--- src/tcr_pkg.sv ---
package tcr_pkg;
    // Register word addresses (one register per word)
    localparam logic [3:0] ADDR_CTL0 = 4'h0;
    localparam logic [3:0] ADDR_CTL1 = 4'h1;
    localparam logic [3:0] ADDR_CNT_HI = 4'h2;
    localparam logic [3:0] ADDR_CNT_LO = 4'h3;
    localparam logic [3:0] ADDR_RLD_HI = 4'h4;
    localparam logic [3:0] ADDR_RLD_LO = 4'h5;
    localparam logic [3:0] ADDR_CAP_HI = 4'h6;
    localparam logic [3:0] ADDR_CAP_LO = 4'h7;
    localparam logic [3:0] ADDR_IRQ_STAT = 4'h8;
    localparam logic [3:0] ADDR_IRQ_MASK = 4'h9;
    // Control zero fields
    localparam int CTL0_MODE_HI = 7;
    localparam int CTL0_SRC_HI = 6;
    localparam int CTL0_SRC_LO = 5;
    localparam int CTL0_CAUSE = 4;
    // Control one fields
    localparam int CTL1_EN = 7;
    localparam int CTL1_POL = 6;
    localparam int CTL1_PRE_HI = 5;
    localparam int CTL1_PRE_LO = 3;
    localparam int CTL1_MODE_HI = 2;
    localparam int CTL1_MODE_LO = 0;
    // Mode {high bit, low field} for capture-restart
    localparam logic [3:0] MODE_CAP_RESTART = 4'h9;
    // Interrupt source select
    localparam logic [1:0] SRC_BOTH = 2'h0;
    localparam logic [1:0] SRC_CAPTURE = 2'h2;
    localparam logic [1:0] SRC_RELOAD = 2'h3;
    // Status bits
    localparam int ST_CAP = 0;
    localparam int ST_RLD = 1;
    // Reset and restart values
    localparam logic [15:0] CNT_RESTART = 16'h0001;
    localparam logic [15:0] CNT_RESET = 16'h0001;
    localparam logic [15:0] RLD_RESET = 16'hFFFF;
    localparam logic [7:0] BYTE_ZERO = 8'h00;
endpackage : tcr_pkg

--- src/tcr_prescale.sv ---
`timescale 1ns/1ns
`default_nettype none
module tcr_prescale (
    // Clock and reset
    input wire logic i_clk,
    input wire logic i_sys_rst,
    // Control
    input wire logic i_run,
    input wire logic i_clear,
    input wire logic [2:0] i_shift,
    // Tick
    output logic o_tick
);
    logic [6:0] cnt;
    logic [6:0] next_cnt;
    logic [6:0] limit;
    always_comb begin
        limit = 7'((8'h01 << i_shift) - 8'h01);
        next_cnt = cnt;
        if (i_clear || !i_run) begin
            next_cnt = 7'h00;
        end else if (cnt >= limit) begin
            next_cnt = 7'h00;
        end else begin
            next_cnt = 7'(cnt + 7'h01);
        end
    end
    always_ff @(posedge i_clk) begin
        if (i_sys_rst) begin
            cnt <= 7'h00;
        end else begin
            cnt <= next_cnt;
        end
    end
    // One tick per prescale period
    assign o_tick = i_run && !i_clear && (cnt >= limit);
endmodule : tcr_prescale
`default_nettype wire

--- src/tcr_edge.sv ---
`timescale 1ns/1ns
`default_nettype none
module tcr_edge (
    // Clock and reset
    input wire logic i_clk,
    input wire logic i_sys_rst,
    // Pin and polarity
    input wire logic i_pin,
    input wire logic i_rising,
    // Edge pulse
    output logic o_edge
);
    logic prev;
    logic next_prev;
    always_comb begin
        next_prev = i_pin;
    end
    always_ff @(posedge i_clk) begin
        if (i_sys_rst) begin
            // Follow the pin so no false edge follows reset
            prev <= i_pin;
        end else begin
            prev <= next_prev;
        end
    end
    assign o_edge = i_rising ? (i_pin && !prev) : (!i_pin && prev);
endmodule : tcr_edge
`default_nettype wire

--- src/tcr_timer.sv ---
// Register access over Avalon-MM and the address map are this design's own decisions.
`timescale 1ns/1ns
`default_nettype none
module tcr_timer (
    // Clock and reset
    input wire logic i_clk,
    input wire logic i_sys_rst,
    // Avalon-MM slave
    input wire logic [3:0] i_avs_address,
    input wire logic i_avs_read,
    input wire logic i_avs_write,
    input wire logic [31:0] i_avs_writedata,
    output logic [31:0] o_avs_readdata,
    output logic o_avs_waitrequest,
    // Timer pins
    input wire logic i_timer_in,
    output logic o_timer_out,
    // Interrupt
    output logic o_irq
);
    logic [7:0] ctl0;
    logic [7:0] ctl1;
    logic [15:0] count;
    logic [15:0] reload;
    logic [15:0] capture;
    logic [7:0] low_hold;
    logic armed;
    logic tout;
    logic [1:0] status;
    logic [1:0] mask;
    logic [31:0] rdata;
    logic ack;
    logic [7:0] next_ctl0;
    logic [7:0] next_ctl1;
    logic [15:0] next_count;
    logic [15:0] next_reload;
    logic [15:0] next_capture;
    logic [7:0] next_low_hold;
    logic next_armed;
    logic next_tout;
    logic [1:0] next_status;
    logic [1:0] next_mask;
    logic [31:0] next_rdata;
    logic next_ack;
    logic next_irq;
    logic next_waitreq;
    logic enabled;
    logic cap_mode;
    logic edge_hit;
    logic tick;
    logic wr;
    logic rd;
    logic cap_ev;
    logic rld_ev;
    logic [1:0] src;

    assign cap_mode = ({ctl0[tcr_pkg::CTL0_MODE_HI],
                        ctl1[tcr_pkg::CTL1_MODE_HI:tcr_pkg::CTL1_MODE_LO]} == tcr_pkg::MODE_CAP_RESTART);
    assign enabled = ctl1[tcr_pkg::CTL1_EN] && cap_mode;
    assign src = ctl0[tcr_pkg::CTL0_SRC_HI:tcr_pkg::CTL0_SRC_LO];
    assign wr = i_avs_write && !ack;
    assign rd = i_avs_read && !ack;

    tcr_edge u_edge (
        .i_clk(i_clk),
        .i_sys_rst(i_sys_rst),
        .i_pin(i_timer_in),
        .i_rising(ctl1[tcr_pkg::CTL1_POL]),
        .o_edge(edge_hit)
    );

    tcr_prescale u_pre (
        .i_clk(i_clk),
        .i_sys_rst(i_sys_rst),
        .i_run(enabled && armed),
        .i_clear(cap_ev),
        .i_shift(ctl1[tcr_pkg::CTL1_PRE_HI:tcr_pkg::CTL1_PRE_LO]),
        .o_tick(tick)
    );

    assign cap_ev = enabled && armed && edge_hit;
    assign rld_ev = enabled && armed && !cap_ev && tick && (count == reload);

    always_comb begin
        next_ctl0 = ctl0;
        next_ctl1 = ctl1;
        next_count = count;
        next_reload = reload;
        next_capture = capture;
        next_low_hold = low_hold;
        next_armed = armed;
        next_tout = tout;
        next_status = status;
        next_mask = mask;
        next_rdata = rdata;
        next_ack = 1'b0;
        if (!enabled) begin
            next_armed = 1'b0;
        end else if (!armed && edge_hit) begin
            next_armed = 1'b1;
        end
        if (tick) begin
            next_count = 16'(count + 16'h0001);
        end
        if (cap_ev) begin
            next_capture = count;
            next_count = tcr_pkg::CNT_RESTART;
        end else if (rld_ev) begin
            next_count = tcr_pkg::CNT_RESTART;
        end
        if (cap_ev || rld_ev) begin
            next_tout = !tout;
        end
        if (wr) begin
            next_ack = 1'b1;
            case (i_avs_address)
                tcr_pkg::ADDR_CTL0: begin
                    next_ctl0 = i_avs_writedata[7:0];
                    next_ctl0[tcr_pkg::CTL0_CAUSE] = ctl0[tcr_pkg::CTL0_CAUSE];
                end
                tcr_pkg::ADDR_CTL1: next_ctl1 = i_avs_writedata[7:0];
                tcr_pkg::ADDR_CNT_HI: next_count[15:8] = i_avs_writedata[7:0];
                tcr_pkg::ADDR_CNT_LO: next_count[7:0] = i_avs_writedata[7:0];
                tcr_pkg::ADDR_RLD_HI: next_reload[15:8] = i_avs_writedata[7:0];
                tcr_pkg::ADDR_RLD_LO: next_reload[7:0] = i_avs_writedata[7:0];
                tcr_pkg::ADDR_CAP_HI: next_capture[15:8] = i_avs_writedata[7:0];
                tcr_pkg::ADDR_CAP_LO: next_capture[7:0] = i_avs_writedata[7:0];
                // Write one to clear, new event wins
                tcr_pkg::ADDR_IRQ_STAT: next_status = status & ~i_avs_writedata[1:0];
                tcr_pkg::ADDR_IRQ_MASK: next_mask = i_avs_writedata[1:0];
                default: next_ack = 1'b1;
            endcase
        end
        // Events outrank a software write
        if (cap_ev) begin
            next_ctl0[tcr_pkg::CTL0_CAUSE] = 1'b1;
        end else if (rld_ev) begin
            next_ctl0[tcr_pkg::CTL0_CAUSE] = 1'b0;
        end
        if (cap_ev && (src != tcr_pkg::SRC_RELOAD)) begin
            next_status[tcr_pkg::ST_CAP] = 1'b1;
        end
        if (rld_ev && (src != tcr_pkg::SRC_CAPTURE)) begin
            next_status[tcr_pkg::ST_RLD] = 1'b1;
        end
        if (rd) begin
            next_ack = 1'b1;
            next_rdata = 32'h0000_0000;
            case (i_avs_address)
                tcr_pkg::ADDR_CTL0: next_rdata[7:0] = ctl0;
                tcr_pkg::ADDR_CTL1: next_rdata[7:0] = ctl1;
                tcr_pkg::ADDR_CNT_HI: begin
                    next_rdata[7:0] = count[15:8];
                    next_low_hold = count[7:0];
                end
                tcr_pkg::ADDR_CNT_LO: next_rdata[7:0] = enabled ? low_hold : count[7:0];
                tcr_pkg::ADDR_RLD_HI: next_rdata[7:0] = reload[15:8];
                tcr_pkg::ADDR_RLD_LO: next_rdata[7:0] = reload[7:0];
                tcr_pkg::ADDR_CAP_HI: next_rdata[7:0] = capture[15:8];
                tcr_pkg::ADDR_CAP_LO: next_rdata[7:0] = capture[7:0];
                tcr_pkg::ADDR_IRQ_STAT: next_rdata[1:0] = status;
                tcr_pkg::ADDR_IRQ_MASK: next_rdata[1:0] = mask;
                default: next_rdata = 32'h0000_0000;
            endcase
        end
        next_irq = |(next_status & next_mask);
        next_waitreq = !next_ack;
    end

    always_ff @(posedge i_clk) begin
        if (i_sys_rst) begin
            ctl0 <= tcr_pkg::BYTE_ZERO;
            ctl1 <= tcr_pkg::BYTE_ZERO;
            count <= tcr_pkg::CNT_RESET;
            reload <= tcr_pkg::RLD_RESET;
            capture <= 16'h0000;
            low_hold <= tcr_pkg::BYTE_ZERO;
            armed <= 1'b0;
            tout <= 1'b0;
            status <= 2'h0;
            mask <= 2'h0;
            rdata <= 32'h0000_0000;
            ack <= 1'b0;
            o_irq <= 1'b0;
            o_avs_waitrequest <= 1'b1;
        end else begin
            ctl0 <= next_ctl0;
            ctl1 <= next_ctl1;
            count <= next_count;
            reload <= next_reload;
            capture <= next_capture;
            low_hold <= next_low_hold;
            armed <= next_armed;
            tout <= next_tout;
            status <= next_status;
            mask <= next_mask;
            rdata <= next_rdata;
            ack <= next_ack;
            o_irq <= next_irq;
            o_avs_waitrequest <= next_waitreq;
        end
    end

    assign o_avs_readdata = rdata;
    assign o_timer_out = tout;

    property p_capture_store;
        @(posedge i_clk) disable iff (i_sys_rst)
        cap_ev && !wr |=> (capture == $past(count)) && (count == tcr_pkg::CNT_RESTART);
    endproperty
    a_capture_store: assert property (p_capture_store) else $error("capture not stored");
    property p_cause_set;
        @(posedge i_clk) disable iff (i_sys_rst)
        cap_ev && !wr |=> ctl0[tcr_pkg::CTL0_CAUSE];
    endproperty
    a_cause_set: assert property (p_cause_set) else $error("cause flag not set");
    property p_cause_clr;
        @(posedge i_clk) disable iff (i_sys_rst)
        rld_ev && !wr |=> !ctl0[tcr_pkg::CTL0_CAUSE] && count == tcr_pkg::CNT_RESTART;
    endproperty
    a_cause_clr: assert property (p_cause_clr) else $error("reload restart wrong");
    property p_first_edge;
        @(posedge i_clk) disable iff (i_sys_rst)
        enabled && !armed && edge_hit && !wr |=> armed && (status == $past(status));
    endproperty
    a_first_edge: assert property (p_first_edge) else $error("event before arming");
    property p_src;
        @(posedge i_clk) disable iff (i_sys_rst)
        rld_ev && src == tcr_pkg::SRC_CAPTURE && !status[tcr_pkg::ST_RLD] |=> !status[tcr_pkg::ST_RLD];
    endproperty
    a_src: assert property (p_src) else $error("reload irq not filtered");
    property p_toggle;
        @(posedge i_clk) disable iff (i_sys_rst)
        (cap_ev || rld_ev) |=> tout != $past(tout);
    endproperty
    a_toggle: assert property (p_toggle) else $error("output not toggled");
    property p_hold;
        @(posedge i_clk) disable iff (i_sys_rst)
        !enabled && !wr |=> count == $past(count);
    endproperty
    a_hold: assert property (p_hold) else $error("disabled count moved");
    property p_irq;
        @(posedge i_clk) disable iff (i_sys_rst)
        cap_ev && (src != tcr_pkg::SRC_RELOAD) && mask[tcr_pkg::ST_CAP] && !wr |=> o_irq;
    endproperty
    a_irq: assert property (p_irq) else $error("capture irq missing");
    property p_rld_irq;
        @(posedge i_clk) disable iff (i_sys_rst)
        rld_ev && (src != tcr_pkg::SRC_CAPTURE) && mask[tcr_pkg::ST_RLD] && !wr |=> o_irq;
    endproperty
    a_rld_irq: assert property (p_rld_irq) else $error("reload irq missing");
    property p_count_step;
        @(posedge i_clk) disable iff (i_sys_rst)
        tick && !cap_ev && !rld_ev && !wr |=> count == 16'($past(count) + 16'h0001);
    endproperty
    a_count_step: assert property (p_count_step) else $error("count step wrong");
    property p_low_hold;
        @(posedge i_clk) disable iff (i_sys_rst)
        rd && (i_avs_address == tcr_pkg::ADDR_CNT_HI) |=> low_hold == $past(count[7:0]);
    endproperty
    a_low_hold: assert property (p_low_hold) else $error("low byte not latched");
    property p_wait;
        @(posedge i_clk) disable iff (i_sys_rst)
        (i_avs_read || i_avs_write) && o_avs_waitrequest |=> !o_avs_waitrequest;
    endproperty
    a_wait: assert property (p_wait) else $error("bus answer late");
    c_cap: cover property (@(posedge i_clk) cap_ev);
    c_arm: cover property (@(posedge i_clk) enabled && !armed && edge_hit);
    c_rld: cover property (@(posedge i_clk) rld_ev);
    c_irq: cover property (@(posedge i_clk) o_irq);
endmodule : tcr_timer
`default_nettype wire

--- config.mk ---
export PLATFORM = sky130hd
export DESIGN_NAME = tcr_timer
export DESIGN_NICKNAME = d
export VERILOG_FILES = /design/src/tcr_pkg.sv /design/src/tcr_prescale.sv /design/src/tcr_edge.sv /design/src/tcr_timer.sv
export SDC_FILE = /design/constraint.sdc
export NUM_CORES = 1
export LEC_CHECK = 0
export BUFFER_PORTS_ARGS = -buffer_cell sky130_fd_sc_hd__buf_2
export CAP_MARGIN = 20
export CORE_MARGIN = 2
export CORE_UTILIZATION = 40
export DETAILED_ROUTE_END_ITERATION = 10
export PLACE_DENSITY = 0.63
export SLEW_MARGIN = 20
export SYNTH_ARGS = -nofsm -noshare
export SYNTH_HDL_FRONTEND = slang
export SYNTH_SLANG_ARGS = --single-unit
--- constraint.sdc ---
create_clock -name i_clk -period 3.23 [get_ports i_clk]
set_input_delay 0.4845 -clock i_clk [delete_from_list [all_inputs] [get_ports i_clk]]
set_output_delay 0.4845 -clock i_clk [all_outputs]
set_load 0.005 [all_outputs]
# ---- Word-level counts from Yosys, hierarchy flattened
# Cells that the tools add are included.
dict set report totals {
  reg_bits 97
  input_bits 41
  output_inout_bits 35
}
dict set report op_classes {
  n_eq_ne 13
  shifts 1
  reduce_logical 34
  add_sub_neg 3
  bitwise_logic 4
  n_mux 26
  order_cmp 1
}
# cell count
set ops {}
lappend ops {{$mux 16} 6}
lappend ops {{$pmux 6 s8} 1}
lappend ops {{$mux 8} 5}
lappend ops {{$pmux 2 s10} 1}
lappend ops {{$add 16x1->16 const B} 1}
lappend ops {{$eq 16x16->1} 1}
lappend ops {{$eq 4x3->1 const B} 4}
lappend ops {{$logic_and 1x1->1} 14}
lappend ops {{$eq 4x4->1 const B} 3}
lappend ops {{$reduce_and 2->1} 5}
lappend ops {{$eq 4x2->1 const B} 2}
lappend ops {{$logic_not 1->1} 8}
lappend ops {{$mux 2} 4}
lappend ops {{$add 7x1->7 const B} 1}
lappend ops {{$ge 7x7->1} 1}
lappend ops {{$mux 1} 7}
lappend ops {{$shl 1x3->7 const A} 1}
lappend ops {{$sub 7x1->7 const B} 1}
lappend ops {{$mux 5} 1}
lappend ops {{$and 2x2->2} 2}
lappend ops {{$eq 4x1->1 const B} 1}
lappend ops {{$logic_not 4->1} 1}
lappend ops {{$mux 4} 1}
lappend ops {{$ne 2x2->1 const B} 2}
lappend ops {{other kinds (6)} 8}

# ---- Longest topological paths before layout
dict set report depth {
  word_depth 13
  depth_mapped 16
}

# ---- By module
# A second synthesis with hierarchy kept.
dict set report hier_totals {
  hier_cells 681
  hier_area_um2 5459.0
}
# module seq_area_each_um2 cells_per_inst instances area_per_inst_um2
set modules_own_cells {}
lappend modules_own_cells {tcr_timer 1781.7 625 1 4926.0}
lappend modules_own_cells {tcr_prescale 140.1 52 1 490.5}
lappend modules_own_cells {tcr_edge 20.0 4 1 42.5}

# ---- Worst setup path after synthesis
# OpenSTA, ideal clock, no wires.
dict set report synth_timing {
  kind {register to register}
  start {register ctl1[3]}
  end {register count[0]}
  t_arrival_ps 3136
  stages_incl_launch_ff 15
  path_slack_ps -21
  n_path_buf 2
  setup_time_ps 116
  period_less_slack_ps 3251
  cell_sequence {dfxtp_1 clkbuf_1 or3_1 ha_1 buf_1 nor3_1 a21o_1 a21oi_1 ha_1 a21o_1 a221o_1 a41oi_4 nor2_2 or3b_1 and3_1}
}
dict set report synth_between {
  elab_chain_cells 10
  word_cells_on_any_way 11
  cone_classes {add/sub: 1; order compare: 1; shift: 1; mux: 5; reduce/logical: 3}
}
# element line_no
set synth_rtl {}
lappend synth_rtl {{from (decl)} tcr_timer.sv:22} ;# logic [7:0] ctl1;
lappend synth_rtl {{from (signal assigned)} tcr_timer.sv:173} ;# ctl1 <= tcr_pkg::BYTE_ZERO;
lappend synth_rtl {{from (signal assigned)} tcr_timer.sv:188} ;# ctl1 <= next_ctl1;
lappend synth_rtl {{$shl 1x3->7 *} tcr_prescale.sv:18} ;# limit = 7'((8'h01 << i_shift) - 8'h01);
lappend synth_rtl {{$sub 7x1->7 *} tcr_prescale.sv:18}
lappend synth_rtl {{$ge 7x7->1 *} tcr_prescale.sv:36} ;# assign o_tick = i_run && !i_clear && (cnt >= limit);
lappend synth_rtl {{$logic_and 1x1->1 *} tcr_prescale.sv:36}
lappend synth_rtl {{$logic_and 1x1->1 (2 in a row)} tcr_timer.sv:82} ;# assign rld_ev = enabled && armed && !cap_ev && tick && (count == reload);
lappend synth_rtl {{$mux 16 *} tcr_timer.sv:108} ;# end else if (rld_ev) begin
lappend synth_rtl {{$mux 16 *} tcr_timer.sv:105} ;# if (cap_ev) begin
lappend synth_rtl {{$mux 8} tcr_timer.sv:116} ;# case (i_avs_address)
lappend synth_rtl {{$mux 16 *} tcr_timer.sv:114} ;# if (wr) begin
lappend synth_rtl {{to (signal assigned)} tcr_timer.sv:174} ;# count <= tcr_pkg::CNT_RESET;
lappend synth_rtl {{to (signal assigned)} tcr_timer.sv:189} ;# count <= next_count;
lappend synth_rtl {{to (decl)} tcr_timer.sv:23} ;# logic [15:0] count;
# Every way passes the cells marked *; elsewhere a longest branch is shown, timed or not.
# A chain may end at the register's enable or synchronous reset.

# ---- Worst setup path after layout
dict set report layout_timing {
  start {register ctl1[5]}
  end {register count[7]}
}
# The elaborated chain is that of the path after synthesis.

==> reports/qor.tcl <==
set qor(mappedNetlistArea_sq_mm) 0.00533
set qor(most_frequently_used_flop_master_after_synthesis) {dfxtp_1}
set qor(netlist.area_leader.share) 0.365
set qor(drive_above_1_share) 0.129
set qor(chipHeight_um) 119
set qor(cts_tree) {done}
set qor(totalWireLength_um) 15300
set qor(timing.final.setup_violations) 0
set qor(std_cell_rows) 42
set qor(cts_inserted_buffers) 9
set qor(worst_hold_path_type) {in2reg}
set qor(irDropWorstVdd_mv) 0.246
set qor(htree_levels) 3
set qor(detail-route-antenna-nets) 0
set qor(timing_max_transition_violations_final) 0
set qor(depth_of_the_worst_hold_timing_path) 1
set qor(synth_cell_type_count) 63
set qor(boundaryPins) 76
set qor(clk_latency_ps) 350
set qor(commonest_non_fill_non_tap_cell_in_the_layout) {dfxtp_1}
set qor(gp_routability_congestion) 0.911
set qor(fin_setup_tns_ps) 0
set qor(post_synth_inst_count) 642
set qor(place.detailed.hpwl_um) 10900
set qor(synth_edf_count) 0
set qor(largest_fanout_on_the_critical_path) 7
set qor(clk_slew_on_worst_s_h_paths_ps) 70
set qor(r2r.worst_path.cells) 13
set qor(die-area_sq_mm) 0.0143
set qor(most-common-layout-cells) {dfxtp_1 (96), nand2_1 (82), nor2_1 (54), nand3_1 (37), mux2i_1 (37)}
set qor(num-nets-final) 712
set qor(worstPathRequired_ps) 3460
set qor(endpoint_kind) {flop}
set qor(drtIter0Drc) 384
set qor(share_of_async_settable_or_async_resettable_flops_after_synthesis) 0
set qor(cts_root_buffer) {clkbuf_16}
set qor(worst_setup_path_start_kind) {flop}
set qor(dr_drc_count) 0
set qor(leakagePower_nw) 2.20
set qor(worst-setup-path-type) {reg2reg}
set qor(synthesis.area_per_instance_sq_um) 8.30
set qor(timing.max_slew.rel_slack) 0.377
set qor(layout.filler_cells) 1318
set qor(place.port_buffers) 27
set qor(final.min_clock_period_ps) 3060
set qor(ys.warnings.count) 0
set qor(core_sq_mm) 0.0131
set qor(globalRouteTotalUtil) 0.218
set qor(critPathArrivalTime_ps) 3290
set qor(area_of_the_multi_input_gates_sq_mm) 0.00308
set qor(synthTopCellsByArea) {dfxtp_1 (36%), mux2i_1 (7.0%), nand2_1 (5.8%), xnor2_1 (5.6%), nor2_1 (3.9%)}
set qor(seq_area_frac_synth) 0.365
set qor(first_pass_iters) 5
set qor(tightestPinTransition_ps) 911
set qor(worst_case_clock_buffer_depth) 2
set qor(global_route.overflow_total) 0
set qor(wl_per_cell_um) 18.2
set qor(postLayoutSetupSlackWorst_ps) 171
set qor(area_growth_pct) 11.6
set qor(post-synth-top-area-cell) {dfxtp_1}
set qor(finClkSkew_ps) 7.58
set qor(seqCellArea_sq_mm) 0.00194
set qor(pre_cts_slack_ps) -40.9
set qor(drv_cap) 0
set qor(status) {completed}
set qor(dr_total_vias) 4701
set qor(fmax_mhz) 327
set qor(die_width_um) 119
set qor(initial_utilization) 0.405
set qor(hold_ws_ps) 263
set qor(hold_viol_final) 0
set qor(fin_crit_sh) 0.947
set qor(largest_net_degree_at_the_start_of_global_routing) 43
set qor(grt_pass1_wl_um) 24000
set qor(synth_seq_cells) 97
set qor(grt_antenna_before_repair) 0
set qor(powerDensity_mw_per_mm2) 430
set qor(vias_in_the_first_global_route) 4491
set qor(clkSinkCount) 97
set qor(drt-vias-per-instance) 5.58
set qor(antenna_cells_inserted) 0
cell type report:
cell class | count | share of cell area
clock buffer | 13 | 0.0421
inverter | 13 | 0.00821
tap | 176 | 0.0370
multi-input combinational | 486 | 0.518
clock inverter | 3 | 0.00673
sequential | 97 | 0.327
timing repair buffer | 54 | 0.0610
state kept, by name, summed over array words and instances (netlist names):
signal	flops
o_avs_waitrequest	1
reload	16
ctl0	8
u_edge.prev	1
ack	1
o_irq	1
status	2
low_hold	8
ctl1	8
u_pre.cnt	7
mask	2
armed	1
o_avs_readdata	8
capture	16
count	16
o_timer_out	1
cell usage after synthesis (all sizes together) (8+ instances only):
| cell | count |
|---|---|
| nor2 | 56 |
| nand3 | 38 |
| a211oi | 18 |
| mux2i | 37 |
| nand3b | 8 |
| o21ai | 20 |
| dfxtp | 97 |
| nand2 | 82 |
| inv | 13 |
| a22oi | 9 |
| xnor2 | 34 |
| nor4 | 10 |
| clkbuf | 30 |
| buf | 39 |
| ha | 10 |
| a21oi | 38 |
| nor2b | 8 |
| nor3 | 12 |
power breakdown:
| group | leakage (nW) | internal, mW | total (mW) | switching [mW] |
|---|---|---|---|---|
| clock network | 0.144 | 0.620 | 1.07 | 0.446 |
| registers | 0.786 | 1.22 | 1.23 | 0.0182 |
| logic | 1.27 | 0.0954 | 0.254 | 0.159 |
metrics by stage:
step | std cells | power [mW] | cell area, sq um | utilization
2_1_floorplan | 665 | 1.43 | 5420 | -
3_3_place_gp | 821 | 1.48 | 5570 | 0.424
3_5_place_dp | 821 | 1.49 | 5570 | 0.424
4_1_cts | 838 | 2.54 | 5860 | 0.446
5_1_grt | 842 | 2.64 | 5950 | 0.453
6_report | 842 | 2.56 | 5950 | 0.453
what timing repair did:
action,in CTS,in global routing
gates cloned,0,1
resized for setup,0,9
pin swaps,1,3
endpoints found under the setup margin,8,25
hold buffers,0,0
setup buffers,1,3
logic make-up after synthesis:
group	Yosys count	synth area share
AOI/OAI and AO/OA	122	0.156
DFF	97	0.365
and+or+nand+nor	252	0.233
xor gates and xnor gates	38	0.0625
adders and majority gates	10	0.0235
muxes	40	0.0801
other	1	0.000704
buffers and inverters	82	0.0794
worst paths after layout:
kind	start	to	slack, ps
max reg2reg	ctl1[5]$_SDFFE_PP0P_	count[7]$_SDFF_PP0_	170
min	i_timer_in	u_edge.prev$_DFF_P_	260
min reg2reg	low_hold[7]$_SDFFE_PP0P_	low_hold[7]$_SDFFE_PP0P_	460
max	ctl1[5]$_SDFFE_PP0P_	count[7]$_SDFF_PP0_	170
critical path: stages (launching register included):
cell and delay, ps:
dfxtp_2 370, or3_4 350, ha_2 230, a21o_1 200, a21oi_2 140, ha_1 260, a21o_1 160, a221o_1 350
a41oi_4 250, buf_4 180, clkbuf_16 130, nor4_1 50, xnor2_1 190, o21ai_1 80
routing by layer:
layer,track usage,up-vias,share of wire
li1,-,2257,-
met1,0.285,2248,0.43
met2,0.349,152,0.46
met3,0.0388,44,0.065
met4,0.102,0,0.039
met5,0,-,0
No activity file was read; power rests on OpenSTA's default activity.
